File: src/hdl/pwrup_cmd_rx.sv
// shared constants of the power-up sequencer, and the command frame receiver
// assumes: one system clock, command line and bus clock already synchronised
package pwrup_pkg;
    // --------------------------------------------------------------
    // register map (byte addresses) and fields
    // --------------------------------------------------------------
    localparam logic [7:0]  A_CTRL      = 8'h00;
    localparam logic [7:0]  A_STAT      = 8'h04;
    localparam logic [7:0]  A_DRV       = 8'h08;
    localparam logic [7:0]  A_OCR       = 8'h0C;
    localparam int          CTRL_SEL    = 0;
    localparam int          CTRL_ACK    = 1;
    localparam int          CTRL_BSUP   = 2;
    localparam int          CTRL_LEG    = 3;
    localparam logic [3:0]  CTRL_RST    = 4'h4;
    localparam logic [31:0] OCR_RST     = 32'h00FF8080;
    localparam logic [15:0] DRV_RST     = 16'h0000;
    localparam int          DRV_SPD_LSB = 0;
    localparam int          DRV_STR_LSB = 8;
    localparam logic [1:0]  RESP_OKAY   = 2'h0;
    localparam logic [1:0]  RESP_SLVERR = 2'h2;
    // --------------------------------------------------------------
    // command line protocol
    // --------------------------------------------------------------
    localparam logic [5:0]  IDX_RESET       = 6'h00;
    localparam logic [5:0]  IDX_OPCOND      = 6'h01;
    localparam logic [31:0] BOOT_ARG        = 32'hFFFFFFFA;
    localparam int          FRAME_BITS      = 48;
    localparam int          BOOT_LOW_CLOCKS = 74;
    localparam logic [2:0]  ACK_PAT         = 3'h2;
    localparam int          RESP_GAP_CLOCKS = 2;
    localparam int          ACK_GAP_CLOCKS  = 2;
    // --------------------------------------------------------------
    // timing
    // --------------------------------------------------------------
    localparam int SYS_CLK_HZ        = 50_000_000;
    localparam int INIT_LIMIT_MS     = 1000;
    localparam int INIT_LIMIT_CYCLES = SYS_CLK_HZ / 1000 * INIT_LIMIT_MS;
    typedef enum logic [2:0] {
        ST_PRE_IDLE = 3'b000,
        ST_IDLE     = 3'b001,
        ST_PRE_BOOT = 3'b010,
        ST_BOOT     = 3'b011,
        ST_IDENT    = 3'b100
    } state_e;
endpackage

module cmd_frame_rx (
    // clock and control
    input  wire logic        clk,
    input  wire logic        rst_n,
    input  wire logic        ce,
    input  wire logic        en,
    // sampled line
    input  wire logic        sample,
    input  wire logic        cmd_bit,
    // decoded frame
    output logic             frame_ok,
    output logic [5:0]       idx,
    output logic [31:0]      arg
);
    import pwrup_pkg::*;
    logic        armed_q;
    logic        busy_q;
    logic [5:0]  cnt_q;
    logic [45:0] sh_q;
    always_ff @(posedge clk or negedge rst_n) begin
        if (!rst_n) begin
            armed_q  <= 1'b0;
            busy_q   <= 1'b0;
            cnt_q    <= 6'h00;
            sh_q     <= 46'h0;
            frame_ok <= 1'b0;
            idx      <= 6'h00;
            arg      <= 32'h0;
        end else if (ce) begin
            frame_ok <= 1'b0;
            if (!en) begin
                busy_q  <= 1'b0;
                armed_q <= 1'b0;
            end else if (sample && !busy_q) begin
                // a frame starts only on a low after a high
                if (cmd_bit) armed_q <= 1'b1;
                else if (armed_q) begin
                    busy_q <= 1'b1;
                    cnt_q  <= 6'h01;
                end
            end else if (sample) begin
                sh_q  <= {sh_q[44:0], cmd_bit};
                cnt_q <= cnt_q + 6'h01;
                // direction bit low: not a host command, wait for high
                if (cnt_q == 6'h01 && !cmd_bit) begin
                    busy_q  <= 1'b0;
                    armed_q <= 1'b0;
                end else if (cnt_q == 6'(FRAME_BITS - 1)) begin
                    busy_q   <= 1'b0;
                    frame_ok <= cmd_bit;
                    idx      <= sh_q[44:39];
                    arg      <= sh_q[38:7];
                end
            end
        end
    end
endmodule

File: src/hdl/pwrup_boot_seq.sv
// power-up, pre-boot and boot entry sequencer of a managed flash device
// assumes: AXI4-Lite master on I_CLK_SYS, bus clock and command line from pins
// Functional notes
// after reset the device sits in pre-idle before any other state
// no boot support or select flag clear: pre-idle goes straight to idle
// in idle every frame except CMD1 is ignored; CMD1 is answered
// legacy-revision mode never enters pre-boot, only idle
// select flag set: pre-idle goes to pre-boot and waits for boot start
// 74 low bus clocks or CMD0 with FFFFFFFA in pre-boot start boot
// any other frame in pre-boot, except CMD1, sends the device to idle
// acknowledge enabled: pattern 010 is sent after boot starts
// boot termination returns to idle, ready for CMD1
// CMD1 in pre-boot is answered and leads to identification
// CMD1 answer carries voltage profile and busy flag until init ends
// init completes within 1 second of first CMD1 with valid range
// host sends CMD1 only with supply at its advertised level
// host starts clock and sends initialising sequence after power-up
// initialising sequence adds 10 clocks over the 64 power-up clocks
// every host issues CMD1 for voltage and readiness polling
// host issues commands only once both supplies are stable
// host restores core supply before wake command after sleep
// driver-stage register: bits 0-7 speed, bits 8-15 drive strength
// any speed and strength combination is accepted
// low bus clocks are counted consecutively, restart on a high
//
// Implementation choices: the AXI4-Lite interface to the registers and the register addresses.
module pwrup_boot_seq #(
    parameter int INIT_CYCLES = pwrup_pkg::INIT_LIMIT_CYCLES
) (
    // clock, reset, enable
    input  wire logic                   I_CLK_SYS,
    input  wire logic                   I_RESETN,
    input  wire logic                   I_CE,
    // axi4-lite write
    input  wire logic [7:0]             I_AWADDR,
    input  wire logic                   I_AWVALID,
    output logic                        O_AWREADY,
    input  wire logic [31:0]            I_WDATA,
    input  wire logic [3:0]             I_WSTRB,
    input  wire logic                   I_WVALID,
    output logic                        O_WREADY,
    output logic [1:0]                  O_BRESP,
    output logic                        O_BVALID,
    input  wire logic                   I_BREADY,
    // axi4-lite read
    input  wire logic [7:0]             I_ARADDR,
    input  wire logic                   I_ARVALID,
    output logic                        O_ARREADY,
    output logic [31:0]                 O_RDATA,
    output logic [1:0]                  O_RRESP,
    output logic                        O_RVALID,
    input  wire logic                   I_RREADY,
    // link pins
    input  wire logic                   I_BUS_CLK,
    input  wire logic                   I_CMD_IN,
    output logic                        O_CMD_OUT,
    output logic                        O_CMD_OE_N,
    output logic                        O_DAT0_OUT,
    output logic                        O_DAT0_OE_N,
    // status
    output pwrup_pkg::state_e           O_STATE,
    output logic                        O_BUSY,
    output logic                        O_BOOT_ACTIVE,
    output logic [7:0]                  O_DRV_SPEED,
    output logic [7:0]                  O_DRV_STRENGTH
);
    import pwrup_pkg::*;

    function automatic logic [31:0] merge_w(input logic [31:0] old_v, input logic [31:0] new_v,
                                            input logic [3:0] strb);
        merge_w = old_v;
        for (int b = 0; b < 4; b++) begin
            if (strb[b]) merge_w[8*b+:8] = new_v[8*b+:8];
        end
    endfunction

    // --------------------------------------------------------------
    // pin synchronisers and edge detection
    // --------------------------------------------------------------
    logic [2:0] bclk_s_q;
    logic [1:0] cmd_s_q;
    always_ff @(posedge I_CLK_SYS or negedge I_RESETN) begin
        if (!I_RESETN) begin
            bclk_s_q <= 3'h0;
            cmd_s_q  <= 2'h3;
        end else if (I_CE) begin
            bclk_s_q <= {bclk_s_q[1:0], I_BUS_CLK};
            cmd_s_q  <= {cmd_s_q[0], I_CMD_IN};
        end
    end
    wire bclk_rise = bclk_s_q[1] & ~bclk_s_q[2];
    wire bclk_fall = ~bclk_s_q[1] & bclk_s_q[2];
    wire cmd_smp   = cmd_s_q[1];

    // --------------------------------------------------------------
    // axi4-lite slave
    // --------------------------------------------------------------
    logic        aw_q;
    logic        w_q;
    logic [7:0]  awaddr_q;
    logic [31:0] wdata_q;
    logic [3:0]  wstrb_q;
    logic [3:0]  ctrl_q = CTRL_RST;
    logic [15:0] dsr_q;
    logic [31:0] ocr_q;
    logic        init_done_q;
    state_e      state_q;
    state_e      state_d;
    logic        boot_low_q;
    logic        boot_low_d;

    assign O_AWREADY = ~aw_q & ~O_BVALID;
    assign O_WREADY  = ~w_q & ~O_BVALID;
    assign O_ARREADY = ~O_RVALID;
    wire wr_fire = aw_q & w_q;
    wire wr_ctrl = wr_fire && awaddr_q == A_CTRL;
    wire wr_drv  = wr_fire && awaddr_q == A_DRV;
    wire wr_ocr  = wr_fire && awaddr_q == A_OCR;
    wire wr_ok   = wr_ctrl | wr_drv | wr_ocr;
    wire [31:0] ctrl_w = merge_w({28'h0, ctrl_q}, wdata_q, wstrb_q);
    wire [31:0] dsr_w  = merge_w({16'h0, dsr_q}, wdata_q, wstrb_q);
    wire [31:0] ocr_w  = merge_w(ocr_q, wdata_q, wstrb_q);
    wire rd_hit = I_ARADDR == A_CTRL || I_ARADDR == A_STAT || I_ARADDR == A_DRV || I_ARADDR == A_OCR;
    wire [31:0] rd_mux = (I_ARADDR == A_CTRL) ? {28'h0, ctrl_q} :
                         (I_ARADDR == A_STAT) ? {27'h0, O_BUSY, O_BOOT_ACTIVE, state_q} :
                         (I_ARADDR == A_OCR)  ? {init_done_q, ocr_q[30:0]} : 32'h0;

    always_ff @(posedge I_CLK_SYS or negedge I_RESETN) begin
        if (!I_RESETN) begin
            aw_q     <= 1'b0;
            w_q      <= 1'b0;
            awaddr_q <= 8'h00;
            wdata_q  <= 32'h0;
            wstrb_q  <= 4'h0;
            O_BVALID <= 1'b0;
            O_BRESP  <= RESP_OKAY;
            O_RVALID <= 1'b0;
            O_RDATA  <= 32'h0;
            O_RRESP  <= RESP_OKAY;
        end else if (I_CE) begin
            if (I_AWVALID && O_AWREADY) begin
                aw_q     <= 1'b1;
                awaddr_q <= I_AWADDR;
            end
            if (I_WVALID && O_WREADY) begin
                w_q     <= 1'b1;
                wdata_q <= I_WDATA;
                wstrb_q <= I_WSTRB;
            end
            if (wr_fire) begin
                aw_q     <= 1'b0;
                w_q      <= 1'b0;
                O_BVALID <= 1'b1;
                O_BRESP  <= wr_ok ? RESP_OKAY : RESP_SLVERR;
            end else if (O_BVALID && I_BREADY) O_BVALID <= 1'b0;
            if (I_ARVALID && O_ARREADY) begin
                O_RVALID <= 1'b1;
                O_RDATA  <= rd_mux;
                O_RRESP  <= rd_hit ? RESP_OKAY : RESP_SLVERR;
            end else if (O_RVALID && I_RREADY) O_RVALID <= 1'b0;
        end
    end

    // boot config outlives reset, like the stored flag it stands for
    always_ff @(posedge I_CLK_SYS) begin
        if (I_CE && wr_ctrl) ctrl_q <= ctrl_w[3:0];
    end

    // registers; driver stage is write-only and takes any code pair
    always_ff @(posedge I_CLK_SYS or negedge I_RESETN) begin
        if (!I_RESETN) begin
            dsr_q  <= DRV_RST;
            ocr_q  <= OCR_RST;
        end else if (I_CE) begin
            if (wr_drv) dsr_q <= dsr_w[15:0];
            if (wr_ocr) ocr_q <= ocr_w;
        end
    end
    assign O_DRV_SPEED    = dsr_q[DRV_SPD_LSB+:8];
    assign O_DRV_STRENGTH = dsr_q[DRV_STR_LSB+:8];

    // --------------------------------------------------------------
    // command frames and boot-start detection
    // --------------------------------------------------------------
    logic        f_ok;
    logic [5:0]  f_idx;
    logic [31:0] f_arg;
    logic [6:0]  low_cnt_q;
    logic [47:0] tx_q;
    logic [5:0]  tx_left_q;
    logic [1:0]  tx_wait_q;
    wire tx_busy = tx_left_q != 6'h00 || ~O_CMD_OE_N;
    wire rx_en   = ~tx_busy & ~(state_q == ST_BOOT & boot_low_q);

    cmd_frame_rx u_rx (
        .clk      (I_CLK_SYS),
        .rst_n    (I_RESETN),
        .ce       (I_CE),
        .en       (rx_en),
        .sample   (bclk_rise),
        .cmd_bit  (cmd_smp),
        .frame_ok (f_ok),
        .idx      (f_idx),
        .arg      (f_arg)
    );

    wire cmd1     = f_ok && f_idx == IDX_OPCOND;
    wire cmd0     = f_ok && f_idx == IDX_RESET;
    wire boot_cmd = cmd0 && f_arg == BOOT_ARG;
    wire low_hit  = bclk_rise && !cmd_smp && low_cnt_q == 7'(BOOT_LOW_CLOCKS - 1);
    wire boot_go  = ctrl_q[CTRL_SEL] & ctrl_q[CTRL_BSUP] & ~ctrl_q[CTRL_LEG];
    wire boot_end = boot_low_q ? (bclk_rise & cmd_smp) : cmd0;
    wire answers  = state_q == ST_IDLE || state_q == ST_PRE_BOOT || state_q == ST_IDENT;
    wire respond  = cmd1 & answers;
    wire ocr_ok   = |(f_arg[23:0] & ocr_q[23:0]);

    // consecutive low clocks in pre-boot, cleared by any high
    always_ff @(posedge I_CLK_SYS or negedge I_RESETN) begin
        if (!I_RESETN) low_cnt_q <= 7'h00;
        else if (I_CE) begin
            if (state_q != ST_PRE_BOOT) low_cnt_q <= 7'h00;
            else if (bclk_rise) low_cnt_q <= cmd_smp ? 7'h00 : low_cnt_q + 7'h01;
        end
    end

    // --------------------------------------------------------------
    // state machine
    // --------------------------------------------------------------
    always_comb begin
        state_d    = state_q;
        boot_low_d = boot_low_q;
        case (state_q)
            ST_PRE_IDLE: state_d = boot_go ? ST_PRE_BOOT : ST_IDLE;
            ST_IDLE: begin
                if (cmd1) state_d = ST_IDENT;
            end
            ST_PRE_BOOT: begin
                if (low_hit) begin
                    state_d    = ST_BOOT;
                    boot_low_d = 1'b1;
                end else if (boot_cmd) begin
                    state_d    = ST_BOOT;
                    boot_low_d = 1'b0;
                end else if (cmd1) state_d = ST_IDENT;
                else if (f_ok) state_d = ST_IDLE;
            end
            ST_BOOT: begin
                if (boot_end) state_d = ST_IDLE;
            end
            ST_IDENT: state_d = ST_IDENT;
            default: state_d = ST_PRE_IDLE;
        endcase
    end
    wire boot_enter = state_q == ST_PRE_BOOT && state_d == ST_BOOT;

    always_ff @(posedge I_CLK_SYS or negedge I_RESETN) begin
        if (!I_RESETN) begin
            state_q    <= ST_PRE_IDLE;
            boot_low_q <= 1'b0;
        end else if (I_CE) begin
            state_q    <= state_d;
            boot_low_q <= boot_low_d;
        end
    end
    assign O_STATE       = state_q;
    assign O_BOOT_ACTIVE = state_q == ST_BOOT;
    assign O_BUSY        = ~init_done_q;

    // --------------------------------------------------------------
    // initialisation timer
    // --------------------------------------------------------------
    logic        init_run_q;
    logic [31:0] init_cnt_q;
    always_ff @(posedge I_CLK_SYS or negedge I_RESETN) begin
        if (!I_RESETN) begin
            init_run_q  <= 1'b0;
            init_done_q <= 1'b0;
            init_cnt_q  <= 32'h0;
        end else if (I_CE) begin
            if (respond && ocr_ok && !init_run_q && !init_done_q) init_run_q <= 1'b1;
            if (init_run_q) begin
                init_cnt_q <= init_cnt_q + 32'h1;
                if (init_cnt_q == 32'(INIT_CYCLES - 1)) begin
                    init_run_q  <= 1'b0;
                    init_done_q <= 1'b1;
                end
            end
        end
    end

    // --------------------------------------------------------------
    // command response and boot acknowledge shifters
    // --------------------------------------------------------------
    logic [2:0] ack_q;
    logic [1:0] ack_left_q;
    logic [1:0] ack_wait_q;
    always_ff @(posedge I_CLK_SYS or negedge I_RESETN) begin
        if (!I_RESETN) begin
            tx_q       <= 48'h0;
            tx_left_q  <= 6'h00;
            tx_wait_q  <= 2'h0;
            O_CMD_OUT  <= 1'b1;
            O_CMD_OE_N <= 1'b1;
        end else if (I_CE) begin
            if (respond) begin
                // busy flag sits in bit 31 of the conditions word
                tx_q      <= {2'h0, 6'h3F, init_done_q, ocr_q[30:0], 7'h7F, 1'b1};
                tx_left_q <= 6'(FRAME_BITS);
                tx_wait_q <= 2'(RESP_GAP_CLOCKS);
            end else if (bclk_rise && tx_wait_q != 2'h0) tx_wait_q <= tx_wait_q - 2'h1;
            else if (bclk_fall) begin
                if (tx_left_q != 6'h00 && tx_wait_q == 2'h0) begin
                    O_CMD_OUT  <= tx_q[47];
                    O_CMD_OE_N <= 1'b0;
                    tx_q       <= {tx_q[46:0], 1'b1};
                    tx_left_q  <= tx_left_q - 6'h01;
                end else O_CMD_OE_N <= 1'b1;
            end
        end
    end

    always_ff @(posedge I_CLK_SYS or negedge I_RESETN) begin
        if (!I_RESETN) begin
            ack_q       <= 3'h0;
            ack_left_q  <= 2'h0;
            ack_wait_q  <= 2'h0;
            O_DAT0_OUT  <= 1'b1;
            O_DAT0_OE_N <= 1'b1;
        end else if (I_CE) begin
            if (boot_enter && ctrl_q[CTRL_ACK]) begin
                ack_q      <= ACK_PAT;
                ack_left_q <= 2'h3;
                ack_wait_q <= 2'(ACK_GAP_CLOCKS);
            end else if (bclk_rise && ack_wait_q != 2'h0) ack_wait_q <= ack_wait_q - 2'h1;
            else if (bclk_fall) begin
                if (ack_left_q != 2'h0 && ack_wait_q == 2'h0) begin
                    O_DAT0_OUT  <= ack_q[2];
                    O_DAT0_OE_N <= 1'b0;
                    ack_q       <= {ack_q[1:0], 1'b1};
                    ack_left_q  <= ack_left_q - 2'h1;
                end else O_DAT0_OE_N <= 1'b1;
            end
        end
    end
endmodule

File: config.mk
export PLATFORM = sky130hd
export DESIGN_NAME = pwrup_boot_seq
export DESIGN_NICKNAME = d
export VERILOG_FILES = /design/src/hdl/pwrup_cmd_rx.sv /design/src/hdl/pwrup_boot_seq.sv
export SDC_FILE = /design/constraint.sdc
export NUM_CORES = 1
export LEC_CHECK = 0
export BUFFER_PORTS_ARGS = -buffer_cell sky130_fd_sc_hd__buf_4
export CORE_MARGIN = 4
export CORE_UTILIZATION = 45
export DETAILED_ROUTE_END_ITERATION = 6
export PLACE_DENSITY = 0.74
export SLEW_MARGIN = 10
export SYNTH_ARGS = -nofsm -noshare
export SYNTH_HDL_FRONTEND = slang
export SYNTH_SLANG_ARGS = --single-unit
File: constraint.sdc
create_clock -name I_CLK_SYS -period 3.8 [get_ports I_CLK_SYS]
set_clock_uncertainty 0.15 [all_clocks]
set_input_delay 0.57 -clock I_CLK_SYS [delete_from_list [all_inputs] [get_ports I_CLK_SYS]]
set_output_delay 0.57 -clock I_CLK_SYS [all_outputs]
set_load 0.01 [all_outputs]
Word-level counts from Yosys, hierarchy flattened --
Cells that the tools add are included. W data, S select, Z words.
Operators by class: reduce and logical (&&, ||, !) cells 91, mux-type cells 73, add/subtract/negate cells 7, bitwise operators 31, equal/unequal tests 27
Operator list (number):
- $mux W48 | 4
- $mux W32 | 3
- $mux W6 | 8
- $mux W1 | 33
- $add A32 B1 Y32 const B | 1
- $eq A32 B26 Y1 const B | 1
- $eq A32 B32 Y1 const B | 1
- $eq A8 B4 Y1 const B | 4
- $reduce_bool A2 Y1 | 16
- $mux W3 | 10
- $reduce_and A2 Y1 | 13
- $logic_and A1 B1 Y1 | 25
- $and A24 B24 Y24 | 1
- $reduce_and A3 Y1 | 8
- $reduce_and A4 Y1 | 6
- $reduce_or A24 Y1 | 1
- $mux W2 | 11
- $mux W7 | 3
- $reduce_and A5 Y1 | 4
- $not A1 Y1 | 17
- $logic_not A8 Y1 | 2
- $ne A3 B3 Y1 const B | 5
- $pmux W3 S5 | 1
- $eq A6 B1 Y1 const B | 2
- other kinds (23) | 49
Word-level totals: bits in registers 343, logic and storage cells 271

Depth between registers and ports, before layout --
depth in word-level cells 11, depth in mapped cells 12, mapped depth without buffers 8

Cells and area by module --
From an unflattened synthesis, not the netlist that was laid out.
Second synthesis, totals: cells, all modules 1223, area total of the unflattened synthesis 14350.0 µm²
By module, submodules not included:
- pwrup_boot_seq | cells each 898, area each 10675.2 µm², times used 1
- cmd_frame_rx | cells each 325, area each 3674.8 µm², times used 1

Worst setup path after synthesis --
OpenSTA, ideal clock, no wires.
kind register to register, start point register tx_left_q[0], end point register u_rx.arg[13], library setup time 0.125 ns, arrival 2.647 ns, path slack 0.878 ns, cell stages (with the launch flop) 13, clock period less this slack 2.922 ns, data required time 3.525 ns, cell sequence dfrtp_1 > inv_1 > ha_1 > or3b_4 > nand4b_4 > or3_1 > clkbuf_2 > or2_1 > buf_6 > nor2_8 > buf_12 > buf_12 > mux2_4
On the way: word-level cells in the longest chain between the ends 5
Ends and longest elaborated chain:
- start: declaration | line pwrup_boot_seq.sv:190 | logic [5:0] tx_left_q;
- start signal: assignment | line pwrup_boot_seq.sv:308 | tx_left_q <= 6'(FRAME_BITS);
- start signal: assignment | line pwrup_boot_seq.sv:316 | tx_left_q <= tx_left_q - 6'h01;
- $reduce_bool A6 Y1 | line pwrup_boot_seq.sv:192 | wire tx_busy = tx_left_q != 6'h00 || ~O_CMD_OE_N;
- $logic_or A1 B1 Y1 | line pwrup_boot_seq.sv:192
- $not A1 Y1 | line pwrup_boot_seq.sv:193 | wire rx_en = ~tx_busy & ~(state_q == ST_BOOT & boot_low_q);
- $and A1 B1 Y1 | line pwrup_boot_seq.sv:193
- $reduce_and A6 Y1 (no source line)
- end signal: assignment | line pwrup_cmd_rx.sv:99 | arg <= sh_q[38:7];
- end: declaration | line pwrup_cmd_rx.sv:60 | output logic [31:0] arg
No other way between the ends. A chain may end at the register's enable or synchronous reset.

Worst setup path after layout --
start point register tx_left_q[0], end point register u_rx.arg[8]
The elaborated chain is that of the path after synthesis.

==> impl_metrics.tcl <==
set metrics [dict create \
    yosys.area.top_type "dfrtp_1" \
    cts_made_buffers 36 \
    antenna_cells 0 \
    worstSetupStartpointType "register" \
    syn_inst 1243 \
    io_pins 128 \
    cp_max_fo 38 \
    syn_area_per_cell_sq_um 11.6 \
    vias_per_cell 5.44 \
    period_needed_ns 3.17 \
    cp-startpoint "tx_left_q[0]" \
    clock_power_share_pct 39.3 \
    use_met2_pct 28.4 \
    r2r-end "u_rx.arg[8]" \
    drtIter0Drc 785 \
    fp.dieArea_sq_mm 0.0350 \
    async_reset_ff_share_pct 98.8 \
    worst_hold_path_type "in2reg" \
    cts_setup_buffers 0 \
    tns_ns 0 \
    path_cells "inv_1, ha_1, or3b_4, nand4b_4, or3_1, or2_1, nor2_8, buf_12, mux2_2" \
    core-area_sq_mm 0.0316 \
    insertion_delay_ns 0.52 \
    rows 65 \
    die_h_um 187 \
    r2r-start "tx_left_q[0]" \
    criticalPathCategory "reg2reg" \
    die_w_um 187 \
    p_leak_nw 8.04 \
    synthDistinctLibCells 75 \
    firstDrtPassIters 6 \
    clock_sink_count 341 \
    place.gp.congestion 0.838 \
    synthesis.area_sq_mm 0.0144 \
    finalNetCount 1434 \
    io_buffers 124 \
    seq_area_frac_synth_pct 59.3 \
    pwr-share-seq_pct 48.9 \
    place_inst 1726 \
    wire_per_inst_um 17.4 \
    r2r_slack_ns 0.63 \
    grt_max_degree 96 \
    stdcell_count 1792 \
    slowest_delay_ns 0.49 \
    grt.busiest_layer "met2" \
    met3_usage_pct 3.90 \
    intPower_mw 6.80 \
    rsz0062_at_grt "false" \
    antenna_found_initial 0 \
    grt_use_met1_pct 25.0 \
    overflow 0 \
    reg2reg_depth 9 \
    hpwl_um 20600 \
    cp_slowest_cell "or3_1" \
    grt_usage_pct 17.8 \
    fmax_ghz 0.315 \
    setup_viol 0 \
    tritoncts "done" \
    pwr-share-comb_pct 11.8 \
    p_switching_mw 2.25 \
    cp.arrival_ns 3.40 \
    hold_viol_final 0 \
    yosysTopAreaCellShare_pct 55.6 \
    min_period_over_period_pct 83.4 \
    synth_commonest_cells "321 x dfrtp_1, 238 x nand2_1, 116 x mux2_2" \
    synth-warning-count 0 \
    vdd_ir_drop_max_v 0.000436 \
    critPathCapture "u_rx.arg[8]" \
    switching_share_pct 24.9 \
    worstSetupEndpointType "register" \
    synthFlopType "dfrtp_1" \
    pwr_density_cell_mw_per_mm2 531 \
    tightest_slew_ns 1.02 \
    synth-seq-cells 341 \
    start_util_pct 45.7 \
    finalWirelength_um 31100 \
    htreeDepth 2 \
    slew-limit-headroom_pct 31.9 \
    drive_gt1_share_pct 26.2 \
    synth_area_leaders "dfrtp_1 56%, mux2_2 9.0%, nand2_1 6.2%" \
    required_ns 4.03 \
    route.detailed.drc 0 \
    ctsLongestPathBuffers 3 \
    cts_root_buffer "clkbuf_16" \
    outcome "complete, no violations" \
    grt_pass1_vias 9825 \
    slew_violations 0 \
    synth_most_common_cell "dfrtp_1" \
    drtAntennaViolNets 0 \
    area_growth_pct 17.9 \
    grt_pass1_wl_um 52300 \
    synth_edf_count 4 \
    maxCapViolCount 0 \
    clk_pin_slew_ns 0.06 \
    via_count 9744 \
]
[flip-flops by register name, summed over array words and instances, names as in the netlist, 2 cells and up]
register and flops:
tx_wait_q 2, u_rx.arg 32, wstrb_q 4, ctrl_q 4, tx_q 48, ack_q 3, u_rx.cnt_q 6, init_cnt_q 32
tx_left_q 6, u_rx.sh_q 45, ocr_q 31, ack_left_q 2, wdata_q 31, bclk_s_q 3, ack_wait_q 2, dsr_q 16
O_RDATA 32, awaddr_q 8, cmd_s_q 2, O_STATE 3, low_cnt_q 7, u_rx.idx 6
[critical path, delay by kind of cell, from the launching register on]
| kind | cells | cell delay [ns] |
|---|---|---|
| mux | 1 | 0.38 |
| simple gates | 5 | 1.57 |
| buf+inv | 2 | 0.32 |
| fa+ha+maj | 1 | 0.16 |
| flops | 1 | 0.41 |
[per-layer routing]
layer	part of all wire, %	wire length (um)
met1	45	14000
met2	47	14500
met3	5.9	1820
met4	2.5	783
met5	0	0
[timing repair]
action                                 4_1_cts  5_1_grt
resized for setup                            0        0
hold buffers                                 1        0
endpoints found under the hold margin       71        0
[worst min path at each step]
| stage | depth (start not counted) | to | from |
|---|---|---|---|
| floorplan | 0 | O_BRESP[1] | I_RESETN |
| global placement | 1 | tx_q[0] | tx_q[0] |
| detailed placement | 2 | u_rx.sh_q[3] | u_rx.sh_q[2] |
| CTS | 3 | awaddr_q[2] | I_AWADDR[2] |
| global route | 2 | wdata_q[22] | I_WDATA[22] |
| finish | 3 | awaddr_q[2] | I_AWADDR[2] |
[placed cells by master (no fill, tap or decap), types with 16 or more instances in the layout]
cell and count:
dfrtp_1 321, nand2_1 238, buf_4 133, mux2_2 116
o21ai_0 72, nor2_1 58, clkbuf_16 37, mux2i_1 34
a22o_1 32, xnor2_1 27, inv_1 23, a21oi_1 23
nand3_1 21, mux2_4 20, dfstp_2 16
[metrics by stage]
| step | worst slack (ns) | cell area [sq um] | hold slack [ns] | total power, mW | util, % |
|---|---|---|---|---|---|
| 2_1_floorplan | 0.878 | 14500 | 0.124 | 5.10 | - |
| 3_3_place_gp | 0.709 | 15800 | 0.301 | 5.50 | 50.0 |
| 3_5_place_dp | 0.675 | 15800 | 0.300 | 5.57 | 50.0 |
| 4_1_cts | 0.623 | 17000 | 0.118 | 9.15 | 53.8 |
| 5_1_grt | 0.467 | 17000 | 0.117 | 9.48 | 53.8 |
| 6_report | 0.629 | 17000 | 0.128 | 9.05 | 53.8 |
[kinds of logic after synthesis]
group           share of synthesized area, %
compound gates                          8.09
xor+xnor                                2.12
fa+ha+maj                              0.779
buf+inv                                 2.67
flops                                   59.3
mux                                     13.5
other cells                           0.0260
simple gates                            13.5
[power groups by stage]
stage | sequential (mW) | combinational [mW] | clock [mW]
finish | 4.43 | 1.07 | 3.56
detailed placement | 4.49 | 1.08 | 0
global placement | 4.47 | 1.03 | 0
CTS | 4.43 | 1.09 | 3.63
global route | 4.48 | 1.20 | 3.79
floorplan | 4.38 | 0.721 | 0
[cell type report]
type / instances / area, sq um
Inverter: 23 / 86.3
Clock inverter: 12 / 149
Multi-Input combinational cell: 820 / 5520
Tap cell: 402 / 503
Timing Repair Buffer: 141 / 1140
Sequential cell: 341 / 8570
Clock buffer: 53 / 1060
Fill cell: 2629 / 14600
(Power assumes the default switching activity.)
